[src/rtl/adclso_map.vh]
// Register map, command layout and timing constants of the list offset and SAR control block.
// Assumes byte addresses of eight bits on the register bus and a 32-bit data path.
//
// Contract
// - The first list pair offset is a 7-bit field that always reads zero and ignores every write.
// - Offsets count samples, scaled by two bytes for result lists and four bytes for command lists.
// - The second offset is written only while the converter is disabled or special mode access is set.
// - List A uses the zero offset and list B the programmable one, added to both command and result bases.
// - Each result is stored at the end of its conversion to an address formed from the selected offset.
// - A pump phase of two conversion clocks precedes every sample phase.
// - Sampling goes through the buffer for exactly two clocks, then directly for the remaining sample time.
// - The input is disconnected from the storage node for the whole hold and conversion period.
// - Resolution is 8, 10 or 12 bits and each result has the selected width.
// - The result is found by successive approximation from the most significant bit down.
// - Inputs outside the reference range give an all-zero or all-one code, others unsaturated codes.
// - Exactly one selected input channel is connected to the storage node for each conversion.
// - The command fetch address is the command base plus the selected offset plus the command index.
// - While enabled without special mode access the list address registers are read-only and the index is advanced by the block.
`ifndef ADCLSO_MAP_VH
`define ADCLSO_MAP_VH

`define ADCLSO_IX_CTRL    6'h00
`define ADCLSO_IX_CBASE   6'h01
`define ADCLSO_IX_RBASE   6'h02
`define ADCLSO_IX_STAT    6'h03
`define ADCLSO_IX_RES     6'h04
`define ADCLSO_IX_OFFA    6'h24
`define ADCLSO_IX_OFFB    6'h25

`define ADCLSO_CTRL_EN    0
`define ADCLSO_CTRL_SMA   1
`define ADCLSO_CTRL_LSEL  2
`define ADCLSO_CTRL_GO    3

`define ADCLSO_CMD_CH     4:0
`define ADCLSO_CMD_RES    9:8
`define ADCLSO_CMD_SMP    14:10
`define ADCLSO_CMD_EOL    31

`define ADCLSO_RES_8      2'h0
`define ADCLSO_RES_10     2'h1
`define ADCLSO_LSB_8      12'h010
`define ADCLSO_LSB_10     12'h004
`define ADCLSO_LSB_12     12'h001
`define ADCLSO_MSB        12'h800

`define ADCLSO_PUMP_CYC   5'h02
`define ADCLSO_BUF_CYC    5'h02
`define ADCLSO_SMP_MIN    5'h04

`define ADCLSO_CBASE_MASK 24'hFFFFFC
`define ADCLSO_RBASE_MASK 20'hFFFFC
`define ADCLSO_OKAY       2'h0
`define ADCLSO_SLVERR     2'h2

`endif

[src/rtl/adclso_sar.v]
// Successive approximation search engine with selectable resolution.
// Assumes the comparator answers for the trial code presented in the same cycle.
`timescale 1ns/10ps
`include "adclso_map.vh"
module adclso_sar (
  // Clock and reset.
  input  wire        aclk,
  input  wire        aresetn,
  // Control.
  input  wire        start,
  input  wire [1:0]  res_sel,
  // Comparator, high while the held voltage is at or above the trial code.
  input  wire        comp,
  // Results.
  output reg  [11:0] trial_r,
  output reg  [11:0] result_r,
  output reg         busy_r,
  output reg         done_r
);
  reg  [11:0] bit_r;
  reg  [11:0] acc_r;
  reg  [11:0] lsb_r;
  wire [11:0] acc_nxt = comp ? trial_r : acc_r;

  always @(posedge aclk) begin
    if (!aresetn) begin
      bit_r    <= 12'h000;
      acc_r    <= 12'h000;
      lsb_r    <= `ADCLSO_LSB_12;
      trial_r  <= 12'h000;
      result_r <= 12'h000;
      busy_r   <= 1'b0;
      done_r   <= 1'b0;
    end else begin
      done_r <= 1'b0;
      if (start) begin
        bit_r   <= `ADCLSO_MSB;
        acc_r   <= 12'h000;
        trial_r <= `ADCLSO_MSB;
        busy_r  <= 1'b1;
        if (res_sel == `ADCLSO_RES_8) begin
          lsb_r <= `ADCLSO_LSB_8;
        end else if (res_sel == `ADCLSO_RES_10) begin
          lsb_r <= `ADCLSO_LSB_10;
        end else begin
          lsb_r <= `ADCLSO_LSB_12;
        end
      end else if (busy_r) begin
        // A comparator stuck high or low walks the code to all ones or all zeros.
        if (bit_r == lsb_r) begin
          busy_r  <= 1'b0;
          done_r  <= 1'b1;
          trial_r <= 12'h000;
          if (lsb_r == `ADCLSO_LSB_8) begin
            result_r <= {4'h0, acc_nxt[11:4]};
          end else if (lsb_r == `ADCLSO_LSB_10) begin
            result_r <= {2'h0, acc_nxt[11:2]};
          end else begin
            result_r <= acc_nxt;
          end
        end else begin
          bit_r   <= {1'b0, bit_r[11:1]};
          acc_r   <= acc_nxt;
          trial_r <= acc_nxt | {1'b0, bit_r[11:1]};
        end
      end
    end
  end
endmodule

[src/rtl/adclso_top.v]
// List offset registers, list addressing and conversion sequencer with an AXI4-Lite register slave.
// Assumes a memory port that acknowledges each held request with a one-cycle ack.
//
// Register access over AXI4-Lite is this design's own decision.
`timescale 1ns/10ps
`include "adclso_map.vh"
module adclso_top (
  // Clock and reset.
  input  wire        aclk,
  input  wire        aresetn,
  // AXI4-Lite write address.
  input  wire        awvalid,
  output reg         awready_r,
  input  wire [7:0]  awaddr,
  input  wire [2:0]  awprot,
  // AXI4-Lite write data.
  input  wire        wvalid,
  output reg         wready_r,
  input  wire [31:0] wdata,
  input  wire [3:0]  wstrb,
  // AXI4-Lite write response.
  output reg         bvalid_r,
  input  wire        bready,
  output reg  [1:0]  bresp_r,
  // AXI4-Lite read address.
  input  wire        arvalid,
  output reg         arready_r,
  input  wire [7:0]  araddr,
  input  wire [2:0]  arprot,
  // AXI4-Lite read data.
  output reg         rvalid_r,
  input  wire        rready,
  output reg  [31:0] rdata_r,
  output reg  [1:0]  rresp_r,
  // Command fetch port.
  output reg         cmd_req_r,
  output reg  [23:0] cmd_addr_r,
  input  wire        cmd_ack,
  input  wire [31:0] cmd_data,
  // Result store port.
  output reg         res_req_r,
  output reg  [19:0] res_addr_r,
  output reg  [15:0] res_data_r,
  input  wire        res_ack,
  // Analog control.
  output reg         pump_on_r,
  output reg         buf_on_r,
  output reg         direct_on_r,
  output reg         hold_r,
  output reg         mux_en_r,
  output reg  [4:0]  mux_sel_r,
  output wire [11:0] sar_trial,
  input  wire        comp_in
);
  localparam ST_IDLE  = 3'h0;
  localparam ST_FETCH = 3'h1;
  localparam ST_PUMP  = 3'h2;
  localparam ST_SBUF  = 3'h3;
  localparam ST_SDIR  = 3'h4;
  localparam ST_CONV  = 3'h5;
  localparam ST_STORE = 3'h6;

  // Register state.
  reg         en_r;
  reg         sma_r;
  reg         lsel_r;
  reg  [6:0]  offb_r;
  reg  [23:0] cbase_r;
  reg  [19:0] rbase_r;
  reg  [15:0] last_res_r;
  // Sequencer state.
  reg  [2:0]  state_r;
  reg  [2:0]  state_nxt;
  reg  [4:0]  cnt_r;
  reg  [4:0]  cnt_nxt;
  reg  [5:0]  cidx_r;
  reg  [5:0]  cidx_nxt;
  reg  [5:0]  ridx_r;
  reg  [5:0]  ridx_nxt;
  reg  [31:0] cmd_r;
  reg  [31:0] cmd_nxt;
  reg         actb_r;
  reg         actb_nxt;
  reg         go_r;
  // Bus state.
  reg         aw_got_r;
  reg         w_got_r;
  reg  [7:0]  aw_addr_r;
  reg  [31:0] w_data_r;
  reg  [3:0]  w_strb_r;
  reg  [31:0] rd_data;
  reg         rd_err;
  reg         wr_err;
  reg  [4:0]  smp_eff;

  wire        sar_busy;
  wire        sar_done;
  wire [11:0] sar_result;
  wire        sar_go = (state_r == ST_SDIR) && (cnt_r == 5'h00);
  wire        wr_do = aw_got_r & w_got_r & ~bvalid_r;
  wire        aw_got_nxt = (aw_got_r & ~wr_do) | (awvalid & awready_r);
  wire        w_got_nxt = (w_got_r & ~wr_do) | (wvalid & wready_r);
  wire        rvalid_nxt = (rvalid_r & ~rready) | (arvalid & arready_r);
  wire        addr_wr_ok = ~en_r | sma_r;
  wire [6:0]  off_sel = actb_nxt ? offb_r : 7'h00;
  wire [7:0]  c_slot = {1'b0, off_sel} + {2'h0, cidx_nxt};
  wire [7:0]  r_slot = {1'b0, off_sel} + {2'h0, ridx_nxt};
  wire [23:0] cmd_addr_nxt = cbase_r + {14'h0000, c_slot, 2'h0};
  wire [19:0] res_addr_nxt = rbase_r + {11'h000, r_slot, 1'b0};

  // Merges the enabled byte lanes of a write into the old value.
  function [31:0] lane_merge;
    input [31:0] old_v;
    input [31:0] new_v;
    input [3:0]  strb;
    integer      i;
    begin
      lane_merge = old_v;
      for (i = 0; i < 4; i = i + 1) begin
        if (strb[i]) begin
          lane_merge[i*8 +: 8] = new_v[i*8 +: 8];
        end
      end
    end
  endfunction
  wire [31:0] cbase_merged = lane_merge({8'h00, cbase_r}, w_data_r, w_strb_r);
  wire [31:0] rbase_merged = lane_merge({12'h000, rbase_r}, w_data_r, w_strb_r);

  adclso_sar u_sar (
    .aclk     (aclk),
    .aresetn  (aresetn),
    .start    (sar_go),
    .res_sel  (cmd_r[`ADCLSO_CMD_RES]),
    .comp     (comp_in),
    .trial_r  (sar_trial),
    .result_r (sar_result),
    .busy_r   (sar_busy),
    .done_r   (sar_done)
  );

  // Write channel acceptance and response.
  always @(posedge aclk) begin
    if (!aresetn) begin
      awready_r <= 1'b0;
      wready_r  <= 1'b0;
      aw_got_r  <= 1'b0;
      w_got_r   <= 1'b0;
      aw_addr_r <= 8'h00;
      w_data_r  <= 32'h00000000;
      w_strb_r  <= 4'h0;
      bvalid_r  <= 1'b0;
      bresp_r   <= `ADCLSO_OKAY;
    end else begin
      awready_r <= ~aw_got_nxt;
      wready_r  <= ~w_got_nxt;
      aw_got_r  <= aw_got_nxt;
      w_got_r   <= w_got_nxt;
      if (awvalid & awready_r) begin
        aw_addr_r <= awaddr;
      end
      if (wvalid & wready_r) begin
        w_data_r <= wdata;
        w_strb_r <= wstrb;
      end
      if (wr_do) begin
        bvalid_r <= 1'b1;
        bresp_r  <= wr_err ? `ADCLSO_SLVERR : `ADCLSO_OKAY;
      end else if (bready) begin
        bvalid_r <= 1'b0;
      end
    end
  end

  // Write address decode.
  always @* begin
    wr_err = 1'b1;
    if (aw_addr_r == {`ADCLSO_IX_CTRL, 2'h0} || aw_addr_r == {`ADCLSO_IX_CBASE, 2'h0} ||
        aw_addr_r == {`ADCLSO_IX_RBASE, 2'h0} || aw_addr_r == {`ADCLSO_IX_STAT, 2'h0} ||
        aw_addr_r == {`ADCLSO_IX_RES, 2'h0} || aw_addr_r == {`ADCLSO_IX_OFFA, 2'h0} ||
        aw_addr_r == {`ADCLSO_IX_OFFB, 2'h0}) begin
      wr_err = 1'b0;
    end
  end

  // Register writes.
  always @(posedge aclk) begin
    if (!aresetn) begin
      en_r    <= 1'b0;
      sma_r   <= 1'b0;
      lsel_r  <= 1'b0;
      go_r    <= 1'b0;
      offb_r  <= 7'h00;
      cbase_r <= 24'h000000;
      rbase_r <= 20'h00000;
    end else begin
      go_r <= 1'b0;
      if (wr_do && w_strb_r[0] && aw_addr_r == {`ADCLSO_IX_CTRL, 2'h0}) begin
        en_r   <= w_data_r[`ADCLSO_CTRL_EN];
        sma_r  <= w_data_r[`ADCLSO_CTRL_SMA];
        lsel_r <= w_data_r[`ADCLSO_CTRL_LSEL];
        go_r   <= w_data_r[`ADCLSO_CTRL_GO];
      end
      if (wr_do && addr_wr_ok && aw_addr_r == {`ADCLSO_IX_CBASE, 2'h0}) begin
        cbase_r <= cbase_merged[23:0] & `ADCLSO_CBASE_MASK;
      end
      if (wr_do && addr_wr_ok && aw_addr_r == {`ADCLSO_IX_RBASE, 2'h0}) begin
        rbase_r <= rbase_merged[19:0] & `ADCLSO_RBASE_MASK;
      end
      // A blocked write is acknowledged normally and leaves the offset as it was.
      if (wr_do && w_strb_r[0] && addr_wr_ok && aw_addr_r == {`ADCLSO_IX_OFFB, 2'h0}) begin
        offb_r <= w_data_r[6:0];
      end
    end
  end

  // Read data selection.
  always @* begin
    rd_data = 32'h00000000;
    rd_err  = 1'b0;
    if (araddr == {`ADCLSO_IX_CTRL, 2'h0}) begin
      rd_data = {29'h00000000, lsel_r, sma_r, en_r};
    end else if (araddr == {`ADCLSO_IX_CBASE, 2'h0}) begin
      rd_data = {8'h00, cbase_r};
    end else if (araddr == {`ADCLSO_IX_RBASE, 2'h0}) begin
      rd_data = {12'h000, rbase_r};
    end else if (araddr == {`ADCLSO_IX_STAT, 2'h0}) begin
      rd_data = {5'h00, state_r, 2'h0, ridx_r, 2'h0, cidx_r, 6'h00, actb_r, sar_busy};
    end else if (araddr == {`ADCLSO_IX_RES, 2'h0}) begin
      rd_data = {16'h0000, last_res_r};
    end else if (araddr == {`ADCLSO_IX_OFFA, 2'h0}) begin
      rd_data = 32'h00000000;
    end else if (araddr == {`ADCLSO_IX_OFFB, 2'h0}) begin
      rd_data = {25'h0000000, offb_r};
    end else begin
      rd_err = 1'b1;
    end
  end

  // Read channel.
  always @(posedge aclk) begin
    if (!aresetn) begin
      arready_r <= 1'b0;
      rvalid_r  <= 1'b0;
      rdata_r   <= 32'h00000000;
      rresp_r   <= `ADCLSO_OKAY;
    end else begin
      arready_r <= ~rvalid_nxt;
      rvalid_r  <= rvalid_nxt;
      if (arvalid & arready_r) begin
        rdata_r <= rd_data;
        rresp_r <= rd_err ? `ADCLSO_SLVERR : `ADCLSO_OKAY;
      end
    end
  end

  // Sequencer next state.
  always @* begin
    state_nxt = state_r;
    cnt_nxt   = cnt_r;
    cidx_nxt  = cidx_r;
    ridx_nxt  = ridx_r;
    cmd_nxt   = cmd_r;
    actb_nxt  = actb_r;
    smp_eff   = (cmd_r[`ADCLSO_CMD_SMP] < `ADCLSO_SMP_MIN) ? `ADCLSO_SMP_MIN : cmd_r[`ADCLSO_CMD_SMP];
    if (!en_r) begin
      state_nxt = ST_IDLE;
    end else begin
      case (state_r)
        ST_IDLE: begin
          if (go_r) begin
            state_nxt = ST_FETCH;
            cidx_nxt  = 6'h00;
            ridx_nxt  = 6'h00;
            actb_nxt  = lsel_r;
          end
        end
        ST_FETCH: begin
          if (cmd_ack) begin
            cmd_nxt   = cmd_data;
            state_nxt = ST_PUMP;
            cnt_nxt   = `ADCLSO_PUMP_CYC - 5'h01;
          end
        end
        ST_PUMP: begin
          if (cnt_r == 5'h00) begin
            state_nxt = ST_SBUF;
            cnt_nxt   = `ADCLSO_BUF_CYC - 5'h01;
          end else begin
            cnt_nxt = cnt_r - 5'h01;
          end
        end
        ST_SBUF: begin
          if (cnt_r == 5'h00) begin
            state_nxt = ST_SDIR;
            cnt_nxt   = smp_eff - `ADCLSO_BUF_CYC - 5'h01;
          end else begin
            cnt_nxt = cnt_r - 5'h01;
          end
        end
        ST_SDIR: begin
          if (cnt_r == 5'h00) begin
            state_nxt = ST_CONV;
          end else begin
            cnt_nxt = cnt_r - 5'h01;
          end
        end
        ST_CONV: begin
          if (sar_done) begin
            state_nxt = ST_STORE;
          end
        end
        ST_STORE: begin
          if (res_ack) begin
            cidx_nxt  = cidx_r + 6'h01;
            ridx_nxt  = ridx_r + 6'h01;
            state_nxt = cmd_r[`ADCLSO_CMD_EOL] ? ST_IDLE : ST_FETCH;
          end
        end
        default: begin
          state_nxt = ST_IDLE;
        end
      endcase
    end
  end

  // Sequencer registers, memory requests and analog controls.
  always @(posedge aclk) begin
    if (!aresetn) begin
      state_r     <= ST_IDLE;
      cnt_r       <= 5'h00;
      cidx_r      <= 6'h00;
      ridx_r      <= 6'h00;
      cmd_r       <= 32'h00000000;
      actb_r      <= 1'b0;
      cmd_req_r   <= 1'b0;
      cmd_addr_r  <= 24'h000000;
      res_req_r   <= 1'b0;
      res_addr_r  <= 20'h00000;
      res_data_r  <= 16'h0000;
      last_res_r  <= 16'h0000;
      pump_on_r   <= 1'b0;
      buf_on_r    <= 1'b0;
      direct_on_r <= 1'b0;
      hold_r      <= 1'b0;
      mux_en_r    <= 1'b0;
      mux_sel_r   <= 5'h00;
    end else begin
      state_r     <= state_nxt;
      cnt_r       <= cnt_nxt;
      cidx_r      <= cidx_nxt;
      ridx_r      <= ridx_nxt;
      cmd_r       <= cmd_nxt;
      actb_r      <= actb_nxt;
      cmd_req_r   <= (state_nxt == ST_FETCH);
      cmd_addr_r  <= cmd_addr_nxt;
      res_req_r   <= (state_nxt == ST_STORE);
      res_addr_r  <= res_addr_nxt;
      if (sar_done) begin
        res_data_r <= {4'h0, sar_result};
        last_res_r <= {4'h0, sar_result};
      end
      pump_on_r   <= (state_nxt == ST_PUMP);
      buf_on_r    <= (state_nxt == ST_SBUF);
      direct_on_r <= (state_nxt == ST_SDIR);
      hold_r      <= (state_nxt == ST_CONV);
      mux_en_r    <= (state_nxt == ST_SBUF) || (state_nxt == ST_SDIR);
      mux_sel_r   <= cmd_nxt[`ADCLSO_CMD_CH];
    end
  end
endmodule

[config.mk]
export PLATFORM = sky130hd
export DESIGN_NAME = adclso_top
export DESIGN_NICKNAME = d
export VERILOG_FILES = /design/src/rtl/adclso_sar.v /design/src/rtl/adclso_top.v
export VERILOG_INCLUDE_DIRS = /design/src /design/src/rtl
export SDC_FILE = /design/constraint.sdc
export NUM_CORES = 1
export LEC_CHECK = 0
export BUFFER_PORTS_ARGS = -buffer_cell sky130_fd_sc_hd__buf_2
export CAP_MARGIN = 25
export CORE_UTILIZATION = 50
export CTS_CLUSTER_SIZE = 24
export DETAILED_ROUTE_END_ITERATION = 8
export PLACE_DENSITY = 0.79
export SYNTH_ARGS = -nofsm -noshare
export SYNTH_HDL_FRONTEND = slang
export SYNTH_HIERARCHICAL = 1
export SYNTH_SLANG_ARGS = --single-unit
export TNS_END_PERCENT = 20
[constraint.sdc]
create_clock -name aclk -period 4.1 [get_ports aclk]
set_input_delay 0.41 -clock aclk [delete_from_list [all_inputs] [get_ports aclk]]
set_output_delay 0.41 -clock aclk [all_outputs]
set_load 0.02 [all_outputs]
==> summary.txt, run 1 <==
STA
  – Headroom to the max-slew limit: 29.3%
  – Hold Fails Final Rpt: 0
  – Setup repair after global routing missed its margin: yes
  – Minimum hold slack: 99.4 ps
  – Final setup fails: 0
  – Fin Clk Skew: 11.3 ps
  – Max Clock Freq: 0.248 GHz
  – Number of max-slew violations in the final report: 0
  – Minimum clock period: 4030 ps
  – Final worst-path cycle share: 98.3%
  – Worst Tran Pin Value: 1060 ps

Status
  – Outcome: complete, no violations

Logic synthesis
  – Number of enable-type register cells in the synthesized netlist: 0
  – Cell Area, Synth: 0.0129 sq mm
  – Mean area per synthesized cell: 8.76 sq um
  – Yosys cell types: 76
  – Sequential fraction of the synthesis area: 41.9%
  – Count of synthesis-stage warnings from yosys: 6
  – Flop and latch count out of synthesis: 269
  – Gate count of the mapped netlist: 1468
  – Main synth FF type: sky130_fd_sc_hd__dfxtp_1
  – Share of synthesized flip-flops with an asynchronous set or reset: 0%

Clock network
  – Source-to-sink clock delay at the later pin of the worst-skew pair: 550 ps
  – Number of H-tree levels: 1
  – TritonCTS Buffers: 28
  – Clock tree from TritonCTS: done
  – TritonCTS Sinks: 269
  – Buffer cell driving the clock tree root: sky130_fd_sc_hd__clkbuf_16
  – Number of buffers inserted for hold repair after clock tree synthesis: 0
  – CTS Buffer Depth: 3
  – Clock transition time at the flip-flop clock pins of the worst setup and hold paths: 60 ps

Placed design
  – Port bufs: 176
  – RD Place Congestion: 0.915
  – DP HPWL: 26300 um
  – Placed standard-cell area: 0.0141 sq mm

Floorplanning
  – Die Area: 0.0264 sq mm
  – Die H: 162 um
  – Standard-cell row count: 58
  – Boundary Pins: 225
  – Starting Density: 51.1%
  – Core region area: 0.0252 sq mm
  – Die extent in x: 162 um

Route
  – Iteration count of the initial detailed-routing pass: 5
  – Detailed-route wire length per cell: 18.5 um
  – Final routed wirelength across all metal layers: 36900 um
  – Number of nets still failing antenna checks after routing: 0
  – Total via count after detailed routing: 11600
  – Vias per Instance: 5.83
  – DRC Markers: 0
  – Number of DRC markers after the initial detailed-route iteration: 1143

Critical path
  – Length in cells of the worst reg-to-reg path: 19
  – Crit-path max FO: 6
  – Crit. End Element: flop
  – Required @ worst endpoint: 4580 ps
  – Sort of element at the start of the critical path: flop
  – Critical path type: reg -> reg
  – WP data arrival: 4510 ps

Cells and area
  – Number of nets in the finished design: 1774
  – Synth-to-Final Area Change: 20.1%
  – Final Instance Area: 0.0154 sq mm
  – Ratio of cells with drive above 1 in the final layout: 22.8%
  – Final standard cell utilization of the core: 61.4%
  – Most common cell after layout, fill and taps aside: sky130_fd_sc_hd__dfxtp_1
  – Commonest cells after routing, fill and taps aside: sky130_fd_sc_hd__dfxtp_1, sky130_fd_sc_hd__buf_2, sky130_fd_sc_hd__nand2_1, sky130_fd_sc_hd__nor2_1, sky130_fd_sc_hd__mux2i_1

Global routing
  – Vias in the first global route: 10900
  – Maximum number of pins on one net before global-route repair: 117
  – First-pass GRT wire length: 57000 um
  – Global routing usage summed across all routing layers: 27.3%
  – Initial antenna violation count: 2
  – Global route total overflow: 0

Job
  – Count of max-cap constraint violations: 0

Power
  – Sum of internal, switching and leakage power: 5540 uW
  – Worst IR drop on VDD: 336 uV
  – Leakage power: 0.00673 uW
  – P per Cell Area: 359 mW/mm^2

Hold path
  – Hold path cells: 3
  – Min-delay worst type: in -> reg
-- worst max-delay path: stages (launching register included) --
cell and delay, ps:
sky130_fd_sc_hd__dfxtp_4 360, sky130_fd_sc_hd__nor3b_4 280, sky130_fd_sc_hd__buf_4 170, sky130_fd_sc_hd__o21ai_4 70
sky130_fd_sc_hd__buf_6 120, sky130_fd_sc_hd__a22oi_2 170, sky130_fd_sc_hd__inv_1 70, sky130_fd_sc_hd__ha_1 270
sky130_fd_sc_hd__a21o_1 190, sky130_fd_sc_hd__a21oi_2 170, sky130_fd_sc_hd__o21ai_2 80, sky130_fd_sc_hd__maj3_2 320
sky130_fd_sc_hd__xor2_1 150, sky130_fd_sc_hd__ha_2 340, sky130_fd_sc_hd__nand2_2 60, sky130_fd_sc_hd__a21oi_2 170
sky130_fd_sc_hd__o211ai_1 170, sky130_fd_sc_hd__buf_4 210, sky130_fd_sc_hd__or4_1 460, sky130_fd_sc_hd__a21oi_1 120
-- logic make-up (layout without fill, tap and decap cells) --
family	after synthesis	after routing	share of synthesized area [%]
other cells	1	16	0.0291
mux	141	141	11.1
compound gates	333	333	16.6
xor+xnor	23	23	1.57
simple gates	517	517	20.0
buf+inv	148	325	5.16
fa+ha+maj	36	36	3.72
flops	269	269	41.9
-- per-stage QoR --
| step | setup slack (ps) | setup TNS (ps) | cells |
|---|---|---|---|
| after global routing | -78.2 | -1150 | 1989 |
| after CTS | -5.45 | -10.9 | 1980 |
| after floorplan | 37.7 | 0 | 1481 |
| after global placement | 37.6 | 0 | 1924 |
| after detailed placement | -147 | -1540 | 1924 |
| final | 69.4 | 0 | 1990 |
-- what timing repair did --
| action | 4_1_cts | 5_1_grt |
|---|---|---|
| setup endpoints to repair | 12 | 24 |
| pin swaps | 8 | 47 |
| setup buffers | 4 | 8 |
| gates resized for setup | 18 | 45 |
| gates cloned | 3 | 0 |
-- path summary, 6_finish.rpt --
kind	from	endpoint	slack, ps
max	state_r[1]	cmd_addr_r[16]	70
min	wdata[22]	w_data_r[22]	100
max reg2reg	state_r[1]	cmd_addr_r[16]	70
min reg2reg	rdata_r[11]	rdata_r[11]	450
-- registers in the layout (all words and copies together), names as in the netlist, 8 cells and up --
register / flops
rdata_r: 27
w_data_r: 24
cbase_r: 22
cmd_addr_r: 22
res_addr_r: 19
rbase_r: 18
last_res_r: 12
u_sar/acc_r: 12
u_sar/bit_r: 12
u_sar/result_r: 12
u_sar/trial_r: 12
aw_addr_r: 8
cmd_r: 8
-- synthesized netlist by cell type (19+ instances only) --
master / n / area [sq um]
sky130_fd_sc_hd__or4_1: 20 / 150
sky130_fd_sc_hd__a22oi_1: 19 / 143
sky130_fd_sc_hd__clkbuf_1: 64 / 240
sky130_fd_sc_hd__a21oi_1: 126 / 631
sky130_fd_sc_hd__ha_1: 31 / 388
sky130_fd_sc_hd__nor2_1: 145 / 544
sky130_fd_sc_hd__dfxtp_1: 269 / 5390
sky130_fd_sc_hd__inv_1: 38 / 143
sky130_fd_sc_hd__o21ai_0: 49 / 245
sky130_fd_sc_hd__nand3_1: 37 / 185
sky130_fd_sc_hd__nand2_1: 160 / 601
sky130_fd_sc_hd__and2_1: 31 / 194
sky130_fd_sc_hd__buf_4: 22 / 165
sky130_fd_sc_hd__o31ai_1: 25 / 188
sky130_fd_sc_hd__mux2i_1: 126 / 1260
-- layout make-up --
cell class	instances	area [sq um]
Timing Repair Buffer	236	1410
Fill cell	2161	9730
Antenna cell	2	5.00
Inverter	40	153
Tap cell	330	413
Multi-Input combinational cell	1064	7110
Sequential cell	269	5390
Clock inverter	9	130
Clock buffer	40	837
-- per-layer routing --
layer / GRT usage (%) / vias to the layer above / part of all wire [%]
li1: - / 5516 / -
met3: 3.13 / 83 / 6.2
met5: 0 / - / 0
met4: 9.56 / 0 / 3.3
met2: 46.4 / 442 / 48
met1: 35.6 / 5558 / 43
-- where the power goes --
part           internal (uW)  switching, uW  total (uW)
registers               2640           23.8        2660
clock network           1600           1050        2650
logic                   74.0            160         234
(Power assumes the default switching activity.)
==> inputs of run 2 (changes only) <==
Settings changed: CTS_BUF_LIST set to sky130_fd_sc_hd__clkbuf_16.
==> summary.txt, run 2 (same netlist as run 1, synthesis figures left out) <==
Cells and area
  – Final Instance Area: 0.0154 sq mm (-0.45%)
  – Register containing the most flip-flops in the final layout: rdata_r
  – Number of nets in the finished design: 1772 (-0.11%)
  – Largest register FFs: 27 (unchanged)
  – Final standard cell utilization of the core: 61.1% (-0.27 points)
  – Leading registers by flop count: rdata_r: 27 flops, w_data_r: 24 flops
  – Commonest cells after routing, fill and taps aside: sky130_fd_sc_hd__dfxtp_1, sky130_fd_sc_hd__buf_2, sky130_fd_sc_hd__nand2_1, sky130_fd_sc_hd__nor2_1, sky130_fd_sc_hd__mux2i_1
  – Synth-to-Final Area Change: 19.6%
  – Most common cell after layout, fill and taps aside: sky130_fd_sc_hd__dfxtp_1
  – Fill cell count: 2172 (+0.51%)
  – Ratio of cells with drive above 1 in the final layout: 22.5% (-0.27 points)

Route
  – Detailed-route wire length per cell: 18.6 um (+0.23%)
  – Final routed wirelength across all metal layers: 36900 um (+0.13%)
  – Iteration count of the initial detailed-routing pass: 5 (unchanged)
  – Number of nets still failing antenna checks after routing: 0 (unchanged)
  – Vias per Instance: 5.84 (+0.27%)
  – Total via count after detailed routing: 11600 (+0.17%)
  – DRC Markers: 0 (unchanged)
  – Number of DRC markers after the initial detailed-route iteration: 1058 (-7.4%)

Hold path
  – Min-delay worst type: in -> reg

Clock network
  – Source-to-sink clock delay at the later pin of the worst-skew pair: 550 ps (about the same)
  – CTS Buffer Depth: 3 (unchanged)
  – Clock tree from TritonCTS: done
  – TritonCTS Buffers: 28 (unchanged)
  – Buffer cell driving the clock tree root: sky130_fd_sc_hd__clkbuf_16
  – Clock transition time at the flip-flop clock pins of the worst setup and hold paths: 60 ps (about the same)
  – TritonCTS Sinks: 269 (unchanged)
  – Number of H-tree levels: 1 (unchanged)

STA
  – Setup repair after global routing missed its margin: yes
  – Number of max-slew violations in the final report: 0 (unchanged)
  – Max Clock Freq: 0.247 GHz (-0.33%)
  – Headroom to the max-slew limit: 31.2% (+1.9 points)
  – Final setup fails: 0 (unchanged)
  – Minimum clock period: 4040 ps (+13.4 ps)
  – Fin Clk Skew: 16.2 ps (+4.89 ps)
  – Hold Fails Final Rpt: 0 (unchanged)
  – Final worst-path cycle share: 98.6% (+0.33 points)
  – Worst Tran Pin Value: 1030 ps (-27.8 ps)

Critical path
  – Crit. End Element: flop
  – Worst reg-to-reg setup slack: 60 ps (about the same)
  – Termination of the worst setup path: cmd_addr_r[18]
  – Required @ worst endpoint: 4580 ps (about the same)
  – CP Launch Point: state_r[1]
  – Length in cells of the worst reg-to-reg path: 19 (unchanged)
  – Critical-path cell with the highest stage delay: sky130_fd_sc_hd__or4_4
  – Critical path, cell by cell: nor3b_4 -> buf_4 -> o21ai_4 -> buf_6 -> a22oi_2 -> inv_1 -> ha_1 -> a21o_1 -> a21oi_2 -> o21ai_2 -> maj3_2 -> xor2_1 -> ha_2 -> nand2_2 -> a21oi_2 -> o211ai_1 -> buf_6 -> or4_4 -> a21oi_2
  – Crit-path max FO: 6 (unchanged)
  – Worst flop-to-flop path startpoint: state_r[1]
  – Delay of the slowest cell on the worst path: 490 ps (+30 ps)
  – WP data arrival: 4520 ps (about the same)
  – Worst path most repeated cell: sky130_fd_sc_hd__a21oi_2
  – RR Endpoint: cmd_addr_r[18]
  – Critical path type: reg -> reg
  – Sort of element at the start of the critical path: flop

Floorplanning
  – Die Area: 0.0264 sq mm (unchanged)
  – Starting Density: 51.1% (unchanged)
  – Die extent in x: 162 um (unchanged)
  – Standard-cell row count: 58 (unchanged)
  – Boundary Pins: 225 (unchanged)
  – Die H: 162 um (unchanged)
  – Core region area: 0.0252 sq mm (unchanged)

Status
  – Outcome: complete, no violations

Global routing
  – Initial antenna violation count: 2 (unchanged)
  – First-pass GRT wire length: 57000 um (about the same)
  – Global route total overflow: 0 (unchanged)
  – Vias in the first global route: 10900 (+0.13%)
  – Global routing usage summed across all routing layers: 27.3% (about the same)
  – Maximum number of pins on one net before global-route repair: 117 (unchanged)

Placed design
  – DP HPWL: 26300 um (unchanged)
  – RD Place Congestion: 0.915 (unchanged)
  – Placed standard-cell area: 0.0141 sq mm (unchanged)
  – Port bufs: 176 (unchanged)

Job
  – Count of max-cap constraint violations: 0 (unchanged)

Power
  – Leakage power: 0.00670 uW (-0.45%)
  – P per Cell Area: 351 mW/mm^2 (-2.1%)
  – Worst IR drop on VDD: 336 uV (about the same)
==> run 2: changes by cell type in the layout (fill, tap and decap cells not counted), sizes merged <==
cell	delta
clkbuf	-11
clkinv	+7
inv	+4
buf	-2
==> run 2: stage by stage <==
stage	instances	setup TNS, ps	hold WS (ps)	setup slack [ps]	total power (uW)
2_1_floorplan	1481	0	432	37.7	2870
3_3_place_gp	1924	0	440	37.6	2940
5_1_grt	1987	-1670	108	-131	5550
6_report	1988	0	99.3	55.9	5400
4_1_cts	1980	-8.09	89.9	-4.19	5420
3_5_place_dp	1924	-1540	444	-147	2950
==> run 2: final cells by class <==
| type | count | area, sq um | share of cell area [%] |
|---|---|---|---|
| Inverter | 40 | 153 | 0.992 |
| Sequential cell | 269 | 5390 | 35.1 |
| Clock buffer | 29 | 726 | 4.72 |
| Multi-Input combinational cell | 1064 | 7120 | 46.3 |
| Clock inverter | 20 | 171 | 1.11 |
| Tap cell | 330 | 413 | 2.68 |
| Antenna cell | 2 | 5.00 | 0.0325 |
| Timing Repair Buffer | 234 | 1400 | 9.09 |
==> run 2: metal layers <==
layer | vias up | part of all wire [%] | global-route usage (%)
li1 | 5514 | - | -
met1 | 5530 | 42 | 35.5
met2 | 482 | 48 | 46.6
met3 | 93 | 6.6 | 3.08
met4 | 0 | 3.5 | 9.65
met5 | - | 0 | 0
==> run 2: how the worst min path moves through the flow <==
| stage | start | end | slack, ps | depth (start not counted) |
|---|---|---|---|---|
| after floorplan | u_sar/acc_r[1] | u_sar/acc_r[1] | 430 | 2 |
| after global placement | rdata_r[5] | rdata_r[5] | 440 | 2 |
| after detailed placement | rdata_r[11] | rdata_r[11] | 440 | 2 |
| after CTS | wdata[12] | w_data_r[12] | 90 | 3 |
| after global routing | wdata[0] | w_data_r[0] | 110 | 3 |
| final | cmd_data[1] | mux_sel_r[1] | 100 | 3 |
==> run 2: worst max-delay path: cells and delay by family (launching register included) <==
family / cells / cell delay (ps)
XOR/XNOR: 1 / 150
flip-flops: 1 / 360
adder cells (fa/ha/maj): 3 / 920
AND/OR/NAND/NOR: 3 / 830
buffers and inverters: 4 / 550
AO/OA/AOI/OAI: 8 / 1160
==> run 2: where the power goes <==
group          leakage (uW)  switching, uW  internal (uW)
sequential          0.00217           24.1           2640
combinational       0.00407            160           74.0
clock              0.000452           1050           1460
total               0.00670           1230           4170
==> run 2: timing repair <==
item / CTS / global route
cloned: 3 / 0
pin swaps: 8 / 50
buffers inserted: 4 / 6
setup endpoints to repair: 12 / 24
gates resized for setup: 19 / 50
hold buffers: 0 / 0
